## src/inc/tioc_params.svh

```systemverilog
/*
 * Register offsets, field positions and reset values of the channel 0 I/O control block.
 * Assumes inclusion by bare name from the package and the design file.
 */
`ifndef TIOC_PARAMS_SVH
`define TIOC_PARAMS_SVH
`define TIOC_OFS_IOC_HIGH_CH0 6'h00
`define TIOC_OFS_IOC_LOW_CH0  6'h04
`define TIOC_OFS_IOC_LOW_CH3  6'h08
`define TIOC_OFS_CONTROL      6'h0c
`define TIOC_OFS_GREG_B       6'h10
`define TIOC_OFS_GREG_D       6'h14
`define TIOC_OFS_STATUS       6'h18
`define TIOC_OFS_MASK         6'h1c
`define TIOC_IOC_RESET        8'h00
`define TIOC_CTL_RESET        8'h00
`define TIOC_GREG_RESET       16'hffff
`define TIOC_CTL_START_BIT    0
`define TIOC_CTL_BUFFER_BIT   1
`define TIOC_CTL_PSC_LSB      2
`define TIOC_CODE_B_LSB       4
`define TIOC_CODE_D_LSB       4
`define TIOC_CODE_C_LSB       0
`define TIOC_PSC_UNDIVIDED    3'h0
`define TIOC_UNMAPPED_DATA    32'h0000_0000
`endif

```

## src/inc/tioc_pkg.sv

```systemverilog
/*
 * Types shared by the channel 0 I/O control block.
 * Assumes tioc_params.svh is on the include path.
 */
`include "tioc_params.svh"
package tioc_pkg;
  typedef logic [3:0] tioc_code_t;
  typedef enum logic [1:0] {
    TIOC_ACT_NONE   = 2'b00,
    TIOC_ACT_LOW    = 2'b01,
    TIOC_ACT_HIGH   = 2'b10,
    TIOC_ACT_TOGGLE = 2'b11
  } tioc_action_e;
  typedef enum logic [2:0] {
    TIOC_SRC_COMPARE = 3'b000,
    TIOC_SRC_RISE    = 3'b001,
    TIOC_SRC_FALL    = 3'b010,
    TIOC_SRC_BOTH    = 3'b011,
    TIOC_SRC_CH1     = 3'b100
  } tioc_src_e;
endpackage

```

## src/logic/tioc_ctrl.sv

```systemverilog
/*
 * Channel 0 I/O control: decodes the 4-bit codes of general registers B and D,
 * runs their compare outputs and capture triggers, and holds the low I/O control
 * register of channel 3 for that channel's logic.
 * Assumes an Avalon-MM master, a counter value and a channel 1 count event
 * supplied by the surrounding timer, and pins synchronous to ref_clk.
 */
// Chosen here: the register offsets and the Avalon-MM slave port.
`include "tioc_params.svh"

// Summary of operation
// [RULE_01] Low register: D upper nibble, C lower
// [RULE_02] High register upper nibble configures register B
// [RULE_03] Codes 0000, 0100: compare, pin disabled
// [RULE_04] Codes 0001-0011: compare, initial level low
// [RULE_05] Codes 0101-0111: compare, initial level high
// [RULE_06] Low two bits: low, high, toggle
// [RULE_07] Top bit set selects input capture
// [RULE_08] Code 1000 captures on rising pin edge
// [RULE_09] Code 1001 captures on falling pin edge
// [RULE_10] Codes 101x capture on both edges
// [RULE_11] Codes 11xx capture on channel 1 counts
// [RULE_12] Undivided channel 1 clock gives no capture
// [RULE_13] Initial level applies only while counter stopped
// [RULE_14] Buffered register D ignores its code
// [RULE_15] Software readies pin direction before capture
// [RULE_16] Capture copies counter and raises flag
module tioc_ctrl
  import tioc_pkg::*;
#(
  parameter int CNT_W = 16
) (
  input  wire logic             ref_clk,
  input  wire logic             reset_n,
  input  wire logic [5:0]       avs_address,
  input  wire logic             avs_read,
  input  wire logic             avs_write,
  input  wire logic [31:0]      avs_writedata,
  output logic      [31:0]      avs_readdata,
  output logic                  avs_waitrequest,
  input  wire logic [CNT_W-1:0] counter_value,
  input  wire logic             counter_ch1_event,
  input  wire logic             pin_b_ch0_in,
  output logic                  pin_b_ch0_out,
  output logic                  pin_b_ch0_oe_n,
  input  wire logic             pin_d_ch0_in,
  output logic                  pin_d_ch0_out,
  output logic                  pin_d_ch0_oe_n,
  output logic      [3:0]       reg_c_code_ch3,
  output logic      [3:0]       reg_d_code_ch3,
  output logic                  irq
);

  // ****************************************************************
  // Reset release and code decode
  // ****************************************************************
  logic rst_meta_q;
  logic rst_n_q;

  always_ff @(posedge ref_clk or negedge reset_n) begin
    if (!reset_n) begin
      rst_meta_q <= 1'b0;
      rst_n_q    <= 1'b0;
    end else begin
      rst_meta_q <= 1'b1;
      rst_n_q    <= rst_meta_q;
    end
  end

  function automatic tioc_src_e decode_src(input tioc_code_t code);
    if (!code[3]) begin
      decode_src = TIOC_SRC_COMPARE;
    end else if (code[2]) begin
      decode_src = TIOC_SRC_CH1;
    end else if (code[1]) begin
      decode_src = TIOC_SRC_BOTH;
    end else if (code[0]) begin
      decode_src = TIOC_SRC_FALL;
    end else begin
      decode_src = TIOC_SRC_RISE;
    end
  endfunction

  // ****************************************************************
  // Register bus
  // ****************************************************************
  logic [7:0]       ioc_high_ch0_q;
  logic [7:0]       ioc_low_ch0_q;
  logic [7:0]       ioc_low_ch3_q;
  logic [7:0]       control_q;
  logic [1:0]       status_q;
  logic [1:0]       mask_q;
  logic [CNT_W-1:0] greg_q [2];
  logic             ack_q;
  logic             wr_go;
  logic [1:0]       flag_set;
  logic [31:0]      rdata_d;

  assign avs_waitrequest = (avs_read | avs_write) & ~ack_q;
  assign wr_go           = avs_write & ack_q;

  always_ff @(posedge ref_clk or negedge rst_n_q) begin
    if (!rst_n_q) begin
      ack_q <= 1'b0;
    end else begin
      ack_q <= (avs_read | avs_write) & ~ack_q;
    end
  end

  always_comb begin
    rdata_d = `TIOC_UNMAPPED_DATA;
    case (avs_address)
      `TIOC_OFS_IOC_HIGH_CH0: rdata_d = {24'h000000, ioc_high_ch0_q};
      `TIOC_OFS_IOC_LOW_CH0:  rdata_d = {24'h000000, ioc_low_ch0_q};
      `TIOC_OFS_IOC_LOW_CH3:  rdata_d = {24'h000000, ioc_low_ch3_q};
      `TIOC_OFS_CONTROL:      rdata_d = {24'h000000, control_q};
      `TIOC_OFS_GREG_B:       rdata_d = 32'(greg_q[0]);
      `TIOC_OFS_GREG_D:       rdata_d = 32'(greg_q[1]);
      `TIOC_OFS_STATUS:       rdata_d = {30'h0, status_q};
      `TIOC_OFS_MASK:         rdata_d = {30'h0, mask_q};
      default:                rdata_d = `TIOC_UNMAPPED_DATA;
    endcase
  end

  always_ff @(posedge ref_clk or negedge rst_n_q) begin
    if (!rst_n_q) begin
      avs_readdata <= 32'h00000000;
    end else if (avs_read & ~ack_q) begin
      avs_readdata <= rdata_d;
    end
  end

  // Configuration registers, all bits read/write
  always_ff @(posedge ref_clk or negedge rst_n_q) begin
    if (!rst_n_q) begin
      ioc_high_ch0_q <= `TIOC_IOC_RESET;
      ioc_low_ch0_q  <= `TIOC_IOC_RESET; // RULE_01
      ioc_low_ch3_q  <= `TIOC_IOC_RESET; // RULE_01
      control_q      <= `TIOC_CTL_RESET;
      mask_q         <= 2'h0;
    end else if (wr_go) begin
      case (avs_address)
        `TIOC_OFS_IOC_HIGH_CH0: ioc_high_ch0_q <= avs_writedata[7:0];
        `TIOC_OFS_IOC_LOW_CH0:  ioc_low_ch0_q  <= avs_writedata[7:0]; // RULE_01
        `TIOC_OFS_IOC_LOW_CH3:  ioc_low_ch3_q  <= avs_writedata[7:0]; // RULE_01
        `TIOC_OFS_CONTROL:      control_q      <= avs_writedata[7:0];
        `TIOC_OFS_MASK:         mask_q         <= avs_writedata[1:0];
        default:                mask_q         <= mask_q;
      endcase
    end
  end

  assign reg_d_code_ch3 = ioc_low_ch3_q[`TIOC_CODE_D_LSB +: 4]; // RULE_01
  assign reg_c_code_ch3 = ioc_low_ch3_q[`TIOC_CODE_C_LSB +: 4]; // RULE_01

  // ****************************************************************
  // Channel logic for general registers B and D
  // ****************************************************************
  logic             start;
  logic             buffer_d;
  logic [2:0]       psc_ch1;
  tioc_code_t       code   [2];
  logic             pin_in [2];
  logic             pin_out_q [2];
  logic             pin_oe_n [2];
  logic             pin_prev_q [2];
  logic             active [2];
  logic             capt_ev [2];
  logic             match_ev [2];

  assign start    = control_q[`TIOC_CTL_START_BIT];
  assign buffer_d = control_q[`TIOC_CTL_BUFFER_BIT];
  assign psc_ch1  = control_q[`TIOC_CTL_PSC_LSB +: 3];
  assign code[0]  = ioc_high_ch0_q[`TIOC_CODE_B_LSB +: 4]; // RULE_02
  assign code[1]  = ioc_low_ch0_q[`TIOC_CODE_D_LSB +: 4];  // RULE_01
  assign pin_in[0] = pin_b_ch0_in;
  assign pin_in[1] = pin_d_ch0_in;
  assign active[0] = 1'b1;
  assign active[1] = ~buffer_d; // RULE_14

  generate
    for (genvar i = 0; i < 2; i++) begin : g_chan
      tioc_src_e src;
      logic      rise;
      logic      fall;

      assign src  = decode_src(code[i]); // RULE_07
      assign rise = pin_in[i] & ~pin_prev_q[i];
      assign fall = ~pin_in[i] & pin_prev_q[i];

      always_comb begin
        capt_ev[i] = 1'b0;
        case (src)
          TIOC_SRC_RISE: capt_ev[i] = rise;        // RULE_08
          TIOC_SRC_FALL: capt_ev[i] = fall;        // RULE_09
          TIOC_SRC_BOTH: capt_ev[i] = rise | fall; // RULE_10
          TIOC_SRC_CH1:  capt_ev[i] = counter_ch1_event &
                                      (psc_ch1 != `TIOC_PSC_UNDIVIDED); // RULE_11 RULE_12
          default:       capt_ev[i] = 1'b0;
        endcase
        capt_ev[i] = capt_ev[i] & active[i]; // RULE_14
      end

      assign match_ev[i] = active[i] & (src == TIOC_SRC_COMPARE) & start &
                           (counter_value == greg_q[i]);
      // Pin driven only for compare codes with a nonzero action
      assign pin_oe_n[i] = ~(active[i] & ~code[i][3] & (code[i][1:0] != 2'b00)); // RULE_03

      always_ff @(posedge ref_clk or negedge rst_n_q) begin
        if (!rst_n_q) begin
          pin_prev_q[i] <= 1'b0;
        end else begin
          pin_prev_q[i] <= pin_in[i];
        end
      end

      always_ff @(posedge ref_clk or negedge rst_n_q) begin
        if (!rst_n_q) begin
          pin_out_q[i] <= 1'b0;
        end else if (!start) begin
          pin_out_q[i] <= code[i][2]; // RULE_04 RULE_05 RULE_13
        end else if (match_ev[i]) begin
          case (tioc_action_e'(code[i][1:0]))
            TIOC_ACT_LOW:    pin_out_q[i] <= 1'b0;          // RULE_06
            TIOC_ACT_HIGH:   pin_out_q[i] <= 1'b1;          // RULE_06
            TIOC_ACT_TOGGLE: pin_out_q[i] <= ~pin_out_q[i]; // RULE_06
            default:         pin_out_q[i] <= pin_out_q[i];
          endcase
        end
      end

      always_ff @(posedge ref_clk or negedge rst_n_q) begin
        if (!rst_n_q) begin
          greg_q[i] <= `TIOC_GREG_RESET;
        end else if (capt_ev[i]) begin
          greg_q[i] <= counter_value; // RULE_16
        end else if (wr_go && avs_address == (i == 0 ? `TIOC_OFS_GREG_B : `TIOC_OFS_GREG_D)) begin
          greg_q[i] <= avs_writedata[CNT_W-1:0];
        end
      end

      assign flag_set[i] = capt_ev[i] | match_ev[i]; // RULE_16
    end
  endgenerate

  assign pin_b_ch0_out  = pin_out_q[0];
  assign pin_d_ch0_out  = pin_out_q[1];
  assign pin_b_ch0_oe_n = pin_oe_n[0];
  assign pin_d_ch0_oe_n = pin_oe_n[1];

  // ****************************************************************
  // Flags and interrupt
  // ****************************************************************
  always_ff @(posedge ref_clk or negedge rst_n_q) begin
    if (!rst_n_q) begin
      status_q <= 2'h0;
    end else if (wr_go && avs_address == `TIOC_OFS_STATUS) begin
      status_q <= (status_q & ~avs_writedata[1:0]) | flag_set; // RULE_16
    end else begin
      status_q <= status_q | flag_set; // RULE_16
    end
  end

  assign irq = |(status_q & mask_q);

  // ****************************************************************
  // Checks
  // ****************************************************************
  capt_copies_a: assert property (@(posedge ref_clk) disable iff (!rst_n_q) // RULE_16
    capt_ev[0] |=> (greg_q[0] == $past(counter_value)) && status_q[0])
    else $error("Capture on B did not copy counter or set flag");

  rise_capture_a: assert property (@(posedge ref_clk) disable iff (!rst_n_q) // RULE_08
    (code[1] == 4'h8) && !buffer_d && pin_d_ch0_in && !$past(pin_d_ch0_in) |-> capt_ev[1])
    else $error("Rising edge on D not captured");

  fall_capture_a: assert property (@(posedge ref_clk) disable iff (!rst_n_q) // RULE_09
    (code[1] == 4'h9) && pin_d_ch0_in && !$past(pin_d_ch0_in) |-> !capt_ev[1])
    else $error("Rising edge captured in falling mode");

  both_edges_a: assert property (@(posedge ref_clk) disable iff (!rst_n_q) // RULE_10
    (code[1][3:1] == 3'b101) && !buffer_d && (pin_d_ch0_in != $past(pin_d_ch0_in))
    |-> capt_ev[1])
    else $error("Edge on D not captured in both-edge mode");

  ch1_undivided_a: assert property (@(posedge ref_clk) disable iff (!rst_n_q) // RULE_12
    (code[0][3:2] == 2'b11) && (psc_ch1 == 3'h0) |-> !capt_ev[0])
    else $error("Channel 1 capture with undivided clock");

  buffer_d_quiet_a: assert property (@(posedge ref_clk) disable iff (!rst_n_q) // RULE_14
    buffer_d |-> !flag_set[1] && pin_d_ch0_oe_n)
    else $error("Buffered D still active");

  initial_level_a: assert property (@(posedge ref_clk) disable iff (!rst_n_q) // RULE_13
    !start && !code[0][3] ##1 !start && $stable(code[0]) |-> pin_b_ch0_out == code[0][2])
    else $error("Initial level not applied while stopped");

  disabled_pin_a: assert property (@(posedge ref_clk) disable iff (!rst_n_q) // RULE_03
    (code[0] == 4'h0 || code[0] == 4'h4) |-> pin_b_ch0_oe_n)
    else $error("Pin driven with output disabled code");

  toggle_match_a: assert property (@(posedge ref_clk) disable iff (!rst_n_q) // RULE_06
    start && match_ev[0] && (code[0][1:0] == 2'b11) ##1 start
    |-> pin_b_ch0_out != $past(pin_b_ch0_out))
    else $error("Toggle at compare match missing");

  compare_only_a: assert property (@(posedge ref_clk) disable iff (!rst_n_q) // RULE_07
    code[1][3] |-> !match_ev[1] && pin_d_ch0_oe_n)
    else $error("Capture code acting as compare");

endmodule
```

## config.mk

```make
export PLATFORM = sky130hd
export DESIGN_NAME = tioc_ctrl
export DESIGN_NICKNAME = d
export VERILOG_FILES = /design/src/inc/tioc_pkg.sv /design/src/logic/tioc_ctrl.sv
export VERILOG_INCLUDE_DIRS = /design/src /design/src/inc
export SDC_FILE = /design/constraint.sdc
export NUM_CORES = 1
export LEC_CHECK = 0
export BUFFER_PORTS_ARGS = -buffer_cell sky130_fd_sc_hd__buf_2
export CORE_MARGIN = 2
export CORE_UTILIZATION = 34
export CTS_CLUSTER_SIZE = 24
export DETAILED_ROUTE_END_ITERATION = 10
export HOLD_SLACK_MARGIN = 0.05
export PLACE_DENSITY = 0.58
export SLEW_MARGIN = 5
export SYNTH_ARGS = -nofsm -noshare
export SYNTH_HDL_FRONTEND = slang
export SYNTH_SLANG_ARGS = --single-unit
```

## constraint.sdc

```tcl
create_clock -name ref_clk -period 2.5 [get_ports ref_clk]
set_input_delay 0 -clock ref_clk [delete_from_list [all_inputs] [get_ports ref_clk]]
set_output_delay 0 -clock ref_clk [all_outputs]
set_load 0.005 [all_outputs]
```

==> After elaboration in Yosys (flattened, before gate mapping) <==
Cells that the tools add are included.
{ "totals": {"regBits": 107, "in_bits": 61, "output_inout_bits": 46, "wordCells": 123} }
{ "op_classes": {"n_eq_ne": 27, "mux": 22, "n_bitwise": 39, "reduce_logical": 19} }
{ "ops": {"columns": ["cell", "count"], "rows": [
  ["16-bit case mux with 8 select lines", 1],
  ["16-bit 2-to-1 mux", 4],
  ["16-bit == test", 2],
  ["6-bit by 5-bit == test with 1-bit output, second input constant", 4],
  ["1-bit bitwise AND", 17],
  ["2-bit AND reduction", 7],
  ["3-bit by 2-bit == test with 1-bit output, second input constant", 4],
  ["6-bit by 4-bit == test with 1-bit output, second input constant", 2],
  ["3-bit 2-to-1 mux", 4],
  ["1-bit NOT", 12],
  ["2-bit 2-to-1 mux", 5],
  ["2-bit == test, second input constant", 4],
  ["4-bit by 1-bit inequality test with 1-bit output, second input constant", 2],
  ["1-bit case mux with 4 select lines", 2],
  ["2-bit nonzero test", 4],
  ["3-bit by 1-bit == test with 1-bit output, second input constant", 2],
  ["3-bit == test, second input constant", 2],
  ["6-bit by 3-bit == test with 1-bit output, second input constant", 1],
  ["3-bit zero test", 2],
  ["6-bit zero test", 1],
  ["1-bit case mux with 3 select lines", 2],
  ["1-bit OR", 5],
  ["2-bit bitwise AND", 2],
  ["2-bit by 1-bit == test with 1-bit output, second input constant", 2],
  ["7 further kinds", 14]
]} }

==> Longest topological paths before layout <==
Gate-level depths: netlist of the first run.
{ "depth": {"depth_word": 11, "mapped_depth": 8, "mapped_depth_nobuf": 7} }

==> Least setup slack after synthesis of the first run <==
Ideal clock, no wire load.
{ "synth_path": {"kind": "register -> register", "from": "register ioc_high_ch0_q[4]", "to": "register status_q[0]", "setup_time_ns": 0.157, "arrival_ns": 1.801, "t_required_ns": 2.343, "setup_slack_ns": 0.541, "path_stages_with_launch": 8, "n_path_buf": 1, "period_less_slack_ns": 1.959, "path_cell_list": "dfrtp_1 -> inv_1 -> ha_1 -> or2_2 -> a21oi_1 -> o311ai_1 -> clkbuf_1 -> o311ai_0"} }
{ "synth_via": {"elab_chain_cells": 10, "elab_cells_between_ends": 16, "cone_classes": "eq/ne: 4; mux: 6; bitwise: 5; reduce/logical: 1"} }
{ "synth_rtl": {"columns": ["element", "line", "rtl"], "rows": [
  ["start, declared", "tioc_ctrl.sv:87", "logic [7:0] ioc_high_ch0_q;"],
  ["start signal, assigned", "tioc_ctrl.sv:136", "ioc_high_ch0_q <= `TIOC_IOC_RESET;"],
  ["start signal, assigned", "tioc_ctrl.sv:143", "`TIOC_OFS_IOC_HIGH_CH0: ioc_high_ch0_q <= avs_writedata[7:0];"],
  ["2-bit 2-to-1 mux (*)", "tioc_ctrl.sv:77", "end else if (code[0]) begin"],
  ["2-bit 2-to-1 mux (*)", "tioc_ctrl.sv:75", "end else if (code[1]) begin"],
  ["3-bit 2-to-1 mux (*)", "tioc_ctrl.sv:73", "end else if (code[2]) begin"],
  ["3-bit 2-to-1 mux (*)", "tioc_ctrl.sv:71", "if (!code[3]) begin"],
  ["branches (longest 3 deep; another with 1-bit case mux with 4 select lines)", null, null],
  ["1-bit OR (*)", "tioc_ctrl.sv:242", "assign flag_set[i] = capt_ev[i] | match_ev[i];"],
  ["2-bit OR (on tied branches)", "tioc_ctrl.sv:260, tioc_ctrl.sv:258", null],
  ["2-bit 2-to-1 mux (*)", "tioc_ctrl.sv:257", "end else if (wr_go && avs_address == `TIOC_OFS_STATUS) begin"],
  ["end signal, assigned", "tioc_ctrl.sv:258", "status_q <= (status_q & ~avs_writedata[1:0]) | flag_set;"],
  ["end signal, assigned", "tioc_ctrl.sv:260", "status_q <= status_q | flag_set;"],
  ["end, declared", "tioc_ctrl.sv:91", "logic [1:0] status_q;"]
]} }
Mark *: on every way between the ends.
A chain may end at the register's enable or synchronous reset.

==> Worst setup path after layout of the first run <==
{ "layout_path": {"from": "register pin_prev_q[0] (netlist bit)", "to": "register greg_q[8] (netlist bit)"} }
{ "layout_via": {"elab_chain_cells": 6, "elab_cells_between_ends": 8, "cone_classes": "mux: 2; bitwise: 5; reduce/logical: 1"} }
{ "layout_rtl": {"columns": ["element", "line", "rtl"], "rows": [
  ["start, declared", "tioc_ctrl.sv:166", "logic pin_prev_q [2];"],
  ["start signal, assigned by index", "tioc_ctrl.sv:213", "pin_prev_q[i] <= pin_in[i];"],
  ["1-bit NOT", "tioc_ctrl.sv:188", "assign rise = pin_in[i] & ~pin_prev_q[i];"],
  ["1-bit bitwise AND", "tioc_ctrl.sv:188", null],
  ["1-bit OR", "tioc_ctrl.sv:196", "TIOC_SRC_BOTH: capt_ev[i] = rise | fall;"],
  ["1-bit case mux with 4 select lines (*)", "tioc_ctrl.sv:193", "case (src)"],
  ["1-bit bitwise AND (*)", "tioc_ctrl.sv:201", "capt_ev[i] = capt_ev[i] & active[i];"],
  ["16-bit 2-to-1 mux or 2-bit nonzero test (tied branches)", null, null],
  ["end signal, assigned by index", "tioc_ctrl.sv:234", "greg_q[i] <= `TIOC_GREG_RESET;"],
  ["end signal, assigned by index", "tioc_ctrl.sv:236", "greg_q[i] <= counter_value;"],
  ["end signal, assigned by index", "tioc_ctrl.sv:238", "greg_q[i] <= avs_writedata[CNT_W-1:0];"],
  ["end, declared", "tioc_ctrl.sv:93", "logic [CNT_W-1:0] greg_q [2];"]
]} }
Mark *: on every way between the ends. The rest lies on a longest branch, timed or not.

==> flow_summary.yaml, run 1 <==
cells_and_area:
  syn_to_final_growth_pct: 28.5
  final_cell_mix: "buf_2, dfrtp_1, dlygate4sd3_1"
  fin_nets: 664
  final_common_cell: "buf_2"
  fin_cells: 784
  fill_cells: 1363
  drive_above_1_share_pct: 31.0
  multi_input_area_sq_um: 2470
  num_antenna_cells: 0
  seq_area_sq_um: 2320
synthesis:
  synth_area_leaders: "dfrtp_1, dfstp_2, mux2i_1"
  synth_area_sq_um: 4990
  synth-async-reset-ratio_pct: 100
  ys_ff_latch: 91
  ys.warnings.count: 0
  yosys.cell_types.count: 49
  syn_avg_cell_area_sq_um: 10.8
  ys.flop_type: "dfrtp_1"
  synth-edff-count: 0
  syn_inst: 463
  yosysTopAreaCell: "dfrtp_1"
  synth_top_area_share_pct: 29.6
  yosysSeqAreaShare_pct: 46.5
routing:
  wl_per_cell_um: 17.3
  drc_errors: 0
  first_pass_iters: 4
  ant_nets: 0
  drt-initial-drc-count: 183
  viasPerCell: 5.04
  vias: 3950
  drt_wl_total_um: 13600
sta:
  tns_ns: 0
  finalSetupViolations: 0
  worstMarginPinSlew_ns: 0.755
  rsz0062_at_grt: "no"
  max-slew-margin-rel_pct: 49.3
  clock_skew_ns: 0.00256
  finalCritPeriodShare_pct: 95.4
  max_freq_ghz: 0.419
  maxSlewViolCount: 0
  min_period_ns: 2.38
  hold_violations: 0
  whs_ns: 0.207
worst_setup_path:
  required_ns: 2.78
  start_kind: "register"
  r2r-start: "pin_prev_q[0]$_DFF_PN0_"
  critical_path.max_fanout: 21
  endpoint_kind: "register"
  timing.rr.end: "greg_q[8]$_DFFE_PN1P_"
  critical_path_class: "register to register"
  ff2ff_setup_slack_ns: 0.12
  rr_worst_depth: 7
  cp_data_arrival_time_ns: 2.66
power:
  p_leak_nw: 2.94
  power.clock.fraction_pct: 28.1
  ir_worst_vdd_mv: 0.390
  power.total_mw: 4.75
  power_switching_mw: 1.37
  switching_share_pct: 28.9
  power.share.sequential_pct: 47.6
  power.internal_mw: 3.37
  power_frac_comb_pct: 24.3
  p_per_area_nw_per_um2: 741
grt:
  grt_max_degree: 36
  grt_overflow: 0
  grt_pass1_wl_um: 21900
  grt_pass1_vias: 4026
  antenna_found_initial: 0
  track_usage_pct: 17.7
floorplanning:
  die-area_sq_um: 15700
  die_h_um: 125
  core_area_sq_um: 14400
  start_util_pct: 34.6
  placementRows: 44
  io_pins: 107
  die_w_um: 125
hold_path:
  whs_endpoint: "mask_q[0]$_DFFE_PN0P_"
  hold_start: "avs_address[3]"
  hold_depth: 3
  min_path_type: "input port to register"
run_status:
  status: "finished clean"
cts:
  cts.sinks: 91
  clockBufferDepth: 2
  cts_buffers: 9
  post-cts-setup-buffer-count: 0
  root_buffer: "clkbuf_16"
  cts_max_level: 3
  cts.clk_slew.worst_paths_ns: 0.06
  clk_latency_ns: 0.35
  cts_tree: "done"
placement:
  placed_cells: 714
  portBuffers: 74
  place.gp.congestion: 0.816
  place_hpwl_um: 9760
job:
  max_cap_viol_count: 0
[synth_stat cells, types with 2 or more instances]
cell	n
dfrtp_1	59
mux2i_1	47
nand2_1	46
mux2_2	33
dfstp_2	32
o21ai_0	30
nor2_1	25
a21oi_1	21
xnor2_1	20
buf_4	16
clkbuf_1	13
xor2_1	12
inv_1	11
nand4_1	9
a22oi_1	8
ha_1	8
a221oi_1	6
o22ai_1	6
buf_6	5
or2_2	5
nor4_1	4
o21ai_1	4
buf_2	3
nand2b_1	3
nand3_1	3
nor3_1	3
or3_1	3
a22o_1	2
and3b_1	2
conb_1	2
mux4_2	2
nor4_4	2
o31ai_1	2
[final cells by class]
cell class | count | share of cell area (%)
tap | 184 | 3.59
sequential | 91 | 36.2
clock inverter | 1 | 0.0781
inverter | 12 | 0.703
timing repair buffer | 143 | 16.4
multi-input combinational | 338 | 38.5
clock buffer | 15 | 4.49
[worst max-delay path, cell delays in order, from the launching register on]
cell and delay [ns]:
dfrtp_1 0.38, ha_1 0.18, mux2_2 0.26, o211ai_1 0.26, a21oi_4 0.17, buf_4 0.24
o21ai_0 0.22, dlygate4sd3_1 0.61
[cells by family after synthesis]
group,count (synthesis),share of synthesized area (%)
AOI/OAI and AO/OA,88,10.7
xor gates and xnor gates,32,5.62
adders and majority gates,8,2.01
buffers and inverters,49,5.72
DFF,91,46.5
muxes,82,17.8
other,2,0.151
and+or+nand+nor,111,11.5
[worst max-delay path by stage]
stage,startpoint,endpoint,cells past startpoint
3_5_place_dp,avs_address[5],ioc_high_ch0_q[7]$_DFFE_PN0P_,5
2_1_floorplan,ioc_high_ch0_q[4]$_DFFE_PN0P_,status_q[0]$_DFF_PN0_,7
6_report,pin_prev_q[0]$_DFF_PN0_,greg_q[8]$_DFFE_PN1P_,7
5_1_grt,pin_prev_q[0]$_DFF_PN0_,greg_q[4]$_DFFE_PN1P_,9
4_1_cts,pin_prev_q[0]$_DFF_PN0_,greg_q[5]$_DFFE_PN1P_,8
3_3_place_gp,avs_address[5],ioc_high_ch0_q[6]$_DFFE_PN0P_,5
[through the flow]
| step | area [sq um] | worst slack (ns) | util, % |
|---|---|---|---|
| floorplan | 5040 | 0.541 | - |
| detailed placement | 5570 | 0.463 | 38.6 |
| CTS | 6400 | 0.0502 | 44.4 |
| global placement | 5570 | 0.477 | 38.6 |
| finish | 6410 | 0.116 | 44.4 |
| global route | 6410 | 0.00618 | 44.4 |
[repair_timing]
action,CTS,global route
resized for setup,0,1
hold buffers,54,0
endpoints found under the setup margin,0,11
endpoints found under the hold margin,71,0
[power groups by stage]
stage / logic (mW) / registers, mW / clock network [mW]
after floorplan: 0.695 / 2.20 / 0
after global placement: 0.930 / 2.26 / 0
after detailed placement: 0.955 / 2.29 / 0
after CTS: 1.15 / 2.26 / 1.37
after global routing: 1.28 / 2.31 / 1.43
final: 1.15 / 2.26 / 1.33
[flip-flops by register name, summed over array words and instances (netlist names)]
register and cells:
ioc_high_ch0_q 8, pin_d_ch0_out 1, rst_meta_q 1, pin_prev_q 2
mask_q 2, ack_q 1, control_q 8, ioc_low_ch0_q 8
status_q 2, pin_b_ch0_out 1, greg_q 32, rst_n_q 1
ioc_low_ch3_q 8, avs_readdata 16
[layer usage]
layer  up-vias  part of all wire [%]  track usage (%)
met5         -                     0                0
met4         0                   1.4             6.08
met3        14                   6.0             2.27
met2       110                    47             27.9
met1      1947                    46             25.1
li1       1879                     -                -
No activity file was read; power rests on OpenSTA's default activity.
==> inputs of run 2 (changes only) <==
Settings changed: CELL_PAD_IN_SITES_DETAIL_PLACEMENT set to 0, CELL_PAD_IN_SITES_GLOBAL_PLACEMENT set to 2, CORE_UTILIZATION 34 to 31, PLACE_DENSITY 0.58 to 0.77.
==> flow_summary.yaml, run 2 (synthesis gave the netlist of run 1 again) <==
worst_setup_path:
  crit_chain: "nand2_1, nor4_4, buf_4, mux2i_1, o21ai_0, dlygate4sd3_1"
  required_ns: 2.77
  cpPeakStageDelay_ns: 0.61
  start_kind: "register"
  path_buf_inv: 2
  critical_path.max_fanout: 16
  ff2ff_setup_slack_ns: 0.18
  endpoint_kind: "register"
  cp_data_arrival_time_ns: 2.59
  r2r-start: "ack_q$_DFF_PN0_"
  critical_path_class: "register to register"
  rr_worst_depth: 6
  cp_top_family: "buffers and inverters"
  crit_cells: 6
  cp_slowest_cell: "dlygate4sd3_1"
  timing.rr.end: "greg_q[2]$_DFFE_PN1P_"
cells_and_area:
  top_regs: "greg_q (32), avs_readdata (16)"
  fin_nets: 654
  syn_to_final_growth_pct: 26.8
  regMostFlops: "greg_q"
  final_cell_mix: "buf_2, dfrtp_1, mux2i_1"
  largest_reg_flops: 32
  final_common_cell: "buf_2"
  drive_above_1_share_pct: 31.4
  fill_cells: 1575
  num_antenna_cells: 0
placement:
  place_hpwl_um: 10100
  place.gp.congestion: 0.774
  portBuffers: 74
grt:
  grt_overflow: 0
  grt_pass1_vias: 3850
  grt_max_degree: 37
  antenna_found_initial: 0
  track_usage_pct: 16.6
  grt_pass1_wl_um: 21200
power:
  p_leak_nw: 2.86
  ir_worst_vdd_mv: 0.352
  p_per_area_nw_per_um2: 729
  power.total_mw: 4.61
routing:
  viasPerCell: 4.77
  first_pass_iters: 4
  ant_nets: 0
  vias: 3841
  wl_per_cell_um: 16.9
  drc_errors: 0
  drt-initial-drc-count: 299
  drt_wl_total_um: 13700
floorplanning:
  placementRows: 46
  io_pins: 107
  die_h_um: 131
  die_w_um: 131
  core_area_sq_um: 15800
  die-area_sq_um: 17100
  start_util_pct: 31.5
sta:
  clock_skew_ns: 0.0108
  rsz0062_at_grt: "no"
  whs_ns: 0.219
  hold_violations: 0
  finalSetupViolations: 0
  max_freq_ghz: 0.432
  maxSlewViolCount: 0
  max-slew-margin-rel_pct: 51.8
  finalCritPeriodShare_pct: 92.6
  tns_ns: 0
  min_period_ns: 2.32
  worstMarginPinSlew_ns: 0.717
cts:
  cts.sinks: 91
  root_buffer: "clkbuf_16"
  post-cts-setup-buffer-count: 0
  clk_latency_ns: 0.35
  cts_tree: "done"
  cts_buffers: 9
  clockBufferDepth: 2
  cts.clk_slew.worst_paths_ns: 0.06
  cts_max_level: 3
hold_path:
  hold_start: "avs_address[0]"
  hold_depth: 4
  whs_endpoint: "mask_q[1]$_DFFE_PN0P_"
  min_path_type: "input port to register"
job:
  max_cap_viol_count: 0
run_status:
  status: "finished clean"
## run 2: layout make-up
type / instances / area [sq um] / share of cell area [%]
timing repair buffer: 133 / 948 / 15.0
inverter: 12 / 45.0 / 0.712
tap: 216 / 270 / 4.27
clock inverter: 2 / 12.5 / 0.198
sequential: 91 / 2320 / 36.7
clock buffer: 14 / 264 / 4.18
multi-input combinational: 338 / 2460 / 38.9
## run 2: metal layers
| metal | vias to the layer above | track usage (%) | part of all wire (%) |
|---|---|---|---|
| met1 | 1878 | 22.4 | 47 |
| met2 | 97 | 27.5 | 48 |
| li1 | 1856 | - | - |
| met4 | 0 | 4.38 | 1.2 |
| met3 | 10 | 3.22 | 4.4 |
| met5 | - | 0 | 0 |
## run 2: timing repair
| action | in CTS | in global routing |
|---|---|---|
| endpoints found under the setup margin | 0 | 0 |
| gates resized for setup | 0 | 0 |
| hold buffers | 44 | 0 |
| hold endpoints to repair | 66 | 0 |
## run 2: report_power, final
group	internal [mW]	total [mW]	switching, mW	leakage [nW]
sequential	1.95	2.27	0.315	1.12
combinational	0.562	1.05	0.490	1.61
clock	0.728	1.29	0.560	0.133
## run 2: worst max path at each step
stage,startpoint,to
2_1_floorplan,ioc_high_ch0_q[4]$_DFFE_PN0P_,status_q[0]$_DFF_PN0_
6_report,ack_q$_DFF_PN0_,greg_q[2]$_DFFE_PN1P_
3_3_place_gp,ioc_high_ch0_q[5]$_DFFE_PN0P_,greg_q[25]$_DFFE_PN1P_
5_1_grt,ack_q$_DFF_PN0_,greg_q[2]$_DFFE_PN1P_
3_5_place_dp,ioc_high_ch0_q[5]$_DFFE_PN0P_,greg_q[27]$_DFFE_PN1P_
4_1_cts,ack_q$_DFF_PN0_,greg_q[1]$_DFFE_PN1P_
## run 2: worst min-delay path: stages
cell	delay [ns]
buf_2	0.08
nor3_1	0.10
nand4_1	0.18
mux2_2	0.17
## run 2: metrics by stage
step	utilization, %	cell area (sq um)	cells	worst slack, ns
after floorplan	-	5040	478	0.541
after global placement	35.4	5610	746	0.442
after detailed placement	35.4	5610	746	0.408
after CTS	39.9	6320	806	0.196
after global routing	39.9	6320	806	0.00961
final	39.9	6320	806	0.185
==> inputs of run 3 (changes only) <==
==> constraint.sdc (replaced) <==
create_clock -name ref_clk -period 2.5 [get_ports ref_clk]
set_input_delay 0.25 -clock ref_clk [delete_from_list [all_inputs] [get_ports ref_clk]]
set_output_delay 0.25 -clock ref_clk [all_outputs]
set_load 0.005 [all_outputs]
==> flow_summary.yaml, run 3 (synthesis gave the netlist of run 1 again) <==
routing:
  wl_per_cell_um: 17.9
  drc_errors: 0
  drt_wl_total_um: 13600
  vias: 3755
  ant_nets: 0
  viasPerCell: 4.91
  drt-initial-drc-count: 268
  first_pass_iters: 5
sta:
  min_period_ns: 2.19
  tns_ns: 0
  max_freq_ghz: 0.456
  hold_violations: 0
  rsz0062_at_grt: "no"
  max-slew-margin-rel_pct: 55.7
  finalSetupViolations: 0
  clock_skew_ns: 0.00431
  worst_slack_ns: 0.308
  worstMarginPinSlew_ns: 0.665
  finalCritPeriodShare_pct: 87.7
  maxSlewViolCount: 0
cells_and_area:
  fin_cells: 764
  drive_above_1_share_pct: 33.8
  syn_to_final_growth_pct: 18.7
  finish.instance_area_sq_um: 5920
  fin_nets: 612
  post-route-util_pct: 37.4
  final_common_cell: "buf_2"
  final_cell_mix: "buf_2, dfrtp_1, mux2i_1"
  largest_reg_flops: 32
  num_antenna_cells: 0
  top_regs: "greg_q (32), avs_readdata (16)"
  fill_cells: 1589
  regMostFlops: "greg_q"
cts:
  clk_latency_ns: 0.34
  cts.sinks: 91
  root_buffer: "clkbuf_16"
  cts_tree: "done"
  clockBufferDepth: 2
  cts.clk_slew.worst_paths_ns: 0.06
  post_cts_resized: 0
  cts_buffers: 9
  cts_max_level: 3
worst_setup_path:
  crit_chain: "dlygate4sd3_1, buf_2, inv_1, ha_1, nand2_1, o211ai_1, a21oi_2, buf_4, nand2_1, o21ai_0"
  r2r-start: "control_q[3]$_DFFE_PN0P_"
  cp-endpoint: "greg_q[9]$_DFFE_PN1P_"
  cpPeakStageDelay_ns: 0.55
  cp_top_family: "buffers and inverters"
  cpMostUsedCell: "nand2_1"
  crit_cells: 10
  required_ns: 2.76
  path_buf_inv: 4
  critical_path_class: "input port to register"
  cp_slowest_cell: "a21oi_2"
  cp_data_arrival_time_ns: 2.45
  timing.rr.end: "greg_q[9]$_DFFE_PN1P_"
  cp-startpoint: "pin_d_ch0_in"
  endpoint_kind: "register"
  start_kind: "input port"
  ff2ff_setup_slack_ns: 0.49
  critical_path.max_fanout: 19
  rr_worst_depth: 6
grt:
  track_usage_pct: 16.8
  grt_overflow: 0
  grt_busiest_layer: "met2"
  grt_pass1_vias: 3776
  grt_use_met3_pct: 3.83
  use_met2_pct: 26.2
  use_met1_pct: 23.3
  antenna_found_initial: 0
  grt_max_degree: 43
  grt_pass1_wl_um: 21400
placement:
  post-place-ws_ns: 0.388
  placed_cells: 745
  placed_cell_area_sq_um: 5600
  portBuffers: 74
  place.gp.congestion: 0.781
  place_hpwl_um: 10200
floorplanning:
  placementRows: 46
  die_h_um: 131
  die-area_sq_um: 17100
  io_pins: 107
  die_w_um: 131
  start_util_pct: 31.5
  core_area_sq_um: 15800
power:
  p_leak_nw: 2.69
  ir_worst_vdd_mv: 0.366
  p_per_area_nw_per_um2: 771
hold_path:
  min_path_type: "input port to register"
  hold_depth: 3
run_status:
  status: "finished clean"
job:
  max_cap_viol_count: 0
==> run 3: cell types whose count changed in the layout (fill, tap and decap cells not counted), sizes merged <==
cell / previous run / this run
clkinvlp: 1 / 0
dlygate4sd3: 44 / 3
buf: 89 / 88
clkbuf: 14 / 15
==> run 3: how the worst min path moves through the flow <==
stage | startpoint | end
2_1_floorplan | reset_n | rst_meta_q$_DFF_PN0_
3_3_place_gp | reset_n | rst_meta_q$_DFF_PN0_
3_5_place_dp | reset_n | rst_meta_q$_DFF_PN0_
4_1_cts | counter_value[11] | greg_q[11]$_DFFE_PN1P_
5_1_grt | counter_value[13] | greg_q[13]$_DFFE_PN1P_
6_report | counter_value[11] | greg_q[11]$_DFFE_PN1P_
==> run 3: power by group <==
group          internal [mW]  switching [mW]  total [mW]
clock                  0.783           0.560        1.34
combinational          0.481           0.469       0.950
sequential              1.95           0.321        2.27
total                   3.22            1.35        4.57
==> run 3: worst min-delay path: stages <==
cell and delay (ns):
buf_2 0.13, nand2_1 0.05, o21ai_1 0.05
==> run 3: per-layer routing <==
layer  share of wire (%)  routed length, um
met5                   0                  0
met4                0.95                130
met3                 6.3                861
met2                  48               6540
met1                  45               6110
==> run 3: timing repair <==
action,CTS,global route
buffers inserted,0,0
hold buffers,3,0
endpoints found under the hold margin,4,0
==> run 3: metrics by stage <==
step,hold slack (ns),total power [mW]
5_1_grt,0.137,4.84
3_3_place_gp,0.0343,3.21
2_1_floorplan,-0.0456,2.90
4_1_cts,0.135,4.62
3_5_place_dp,0.0356,3.26
6_report,0.153,4.57
==> run 3: area by class of cell <==
cell class / instances / area (sq um) / area share (%)
timing repair buffer: 91 / 531 / 8.96
sequential: 91 / 2320 / 39.2
inverter: 12 / 45.0 / 0.761
tap: 216 / 270 / 4.56
clock inverter: 1 / 5.00 / 0.0845
clock buffer: 15 / 288 / 4.86
multi-input combinational: 338 / 2460 / 41.6
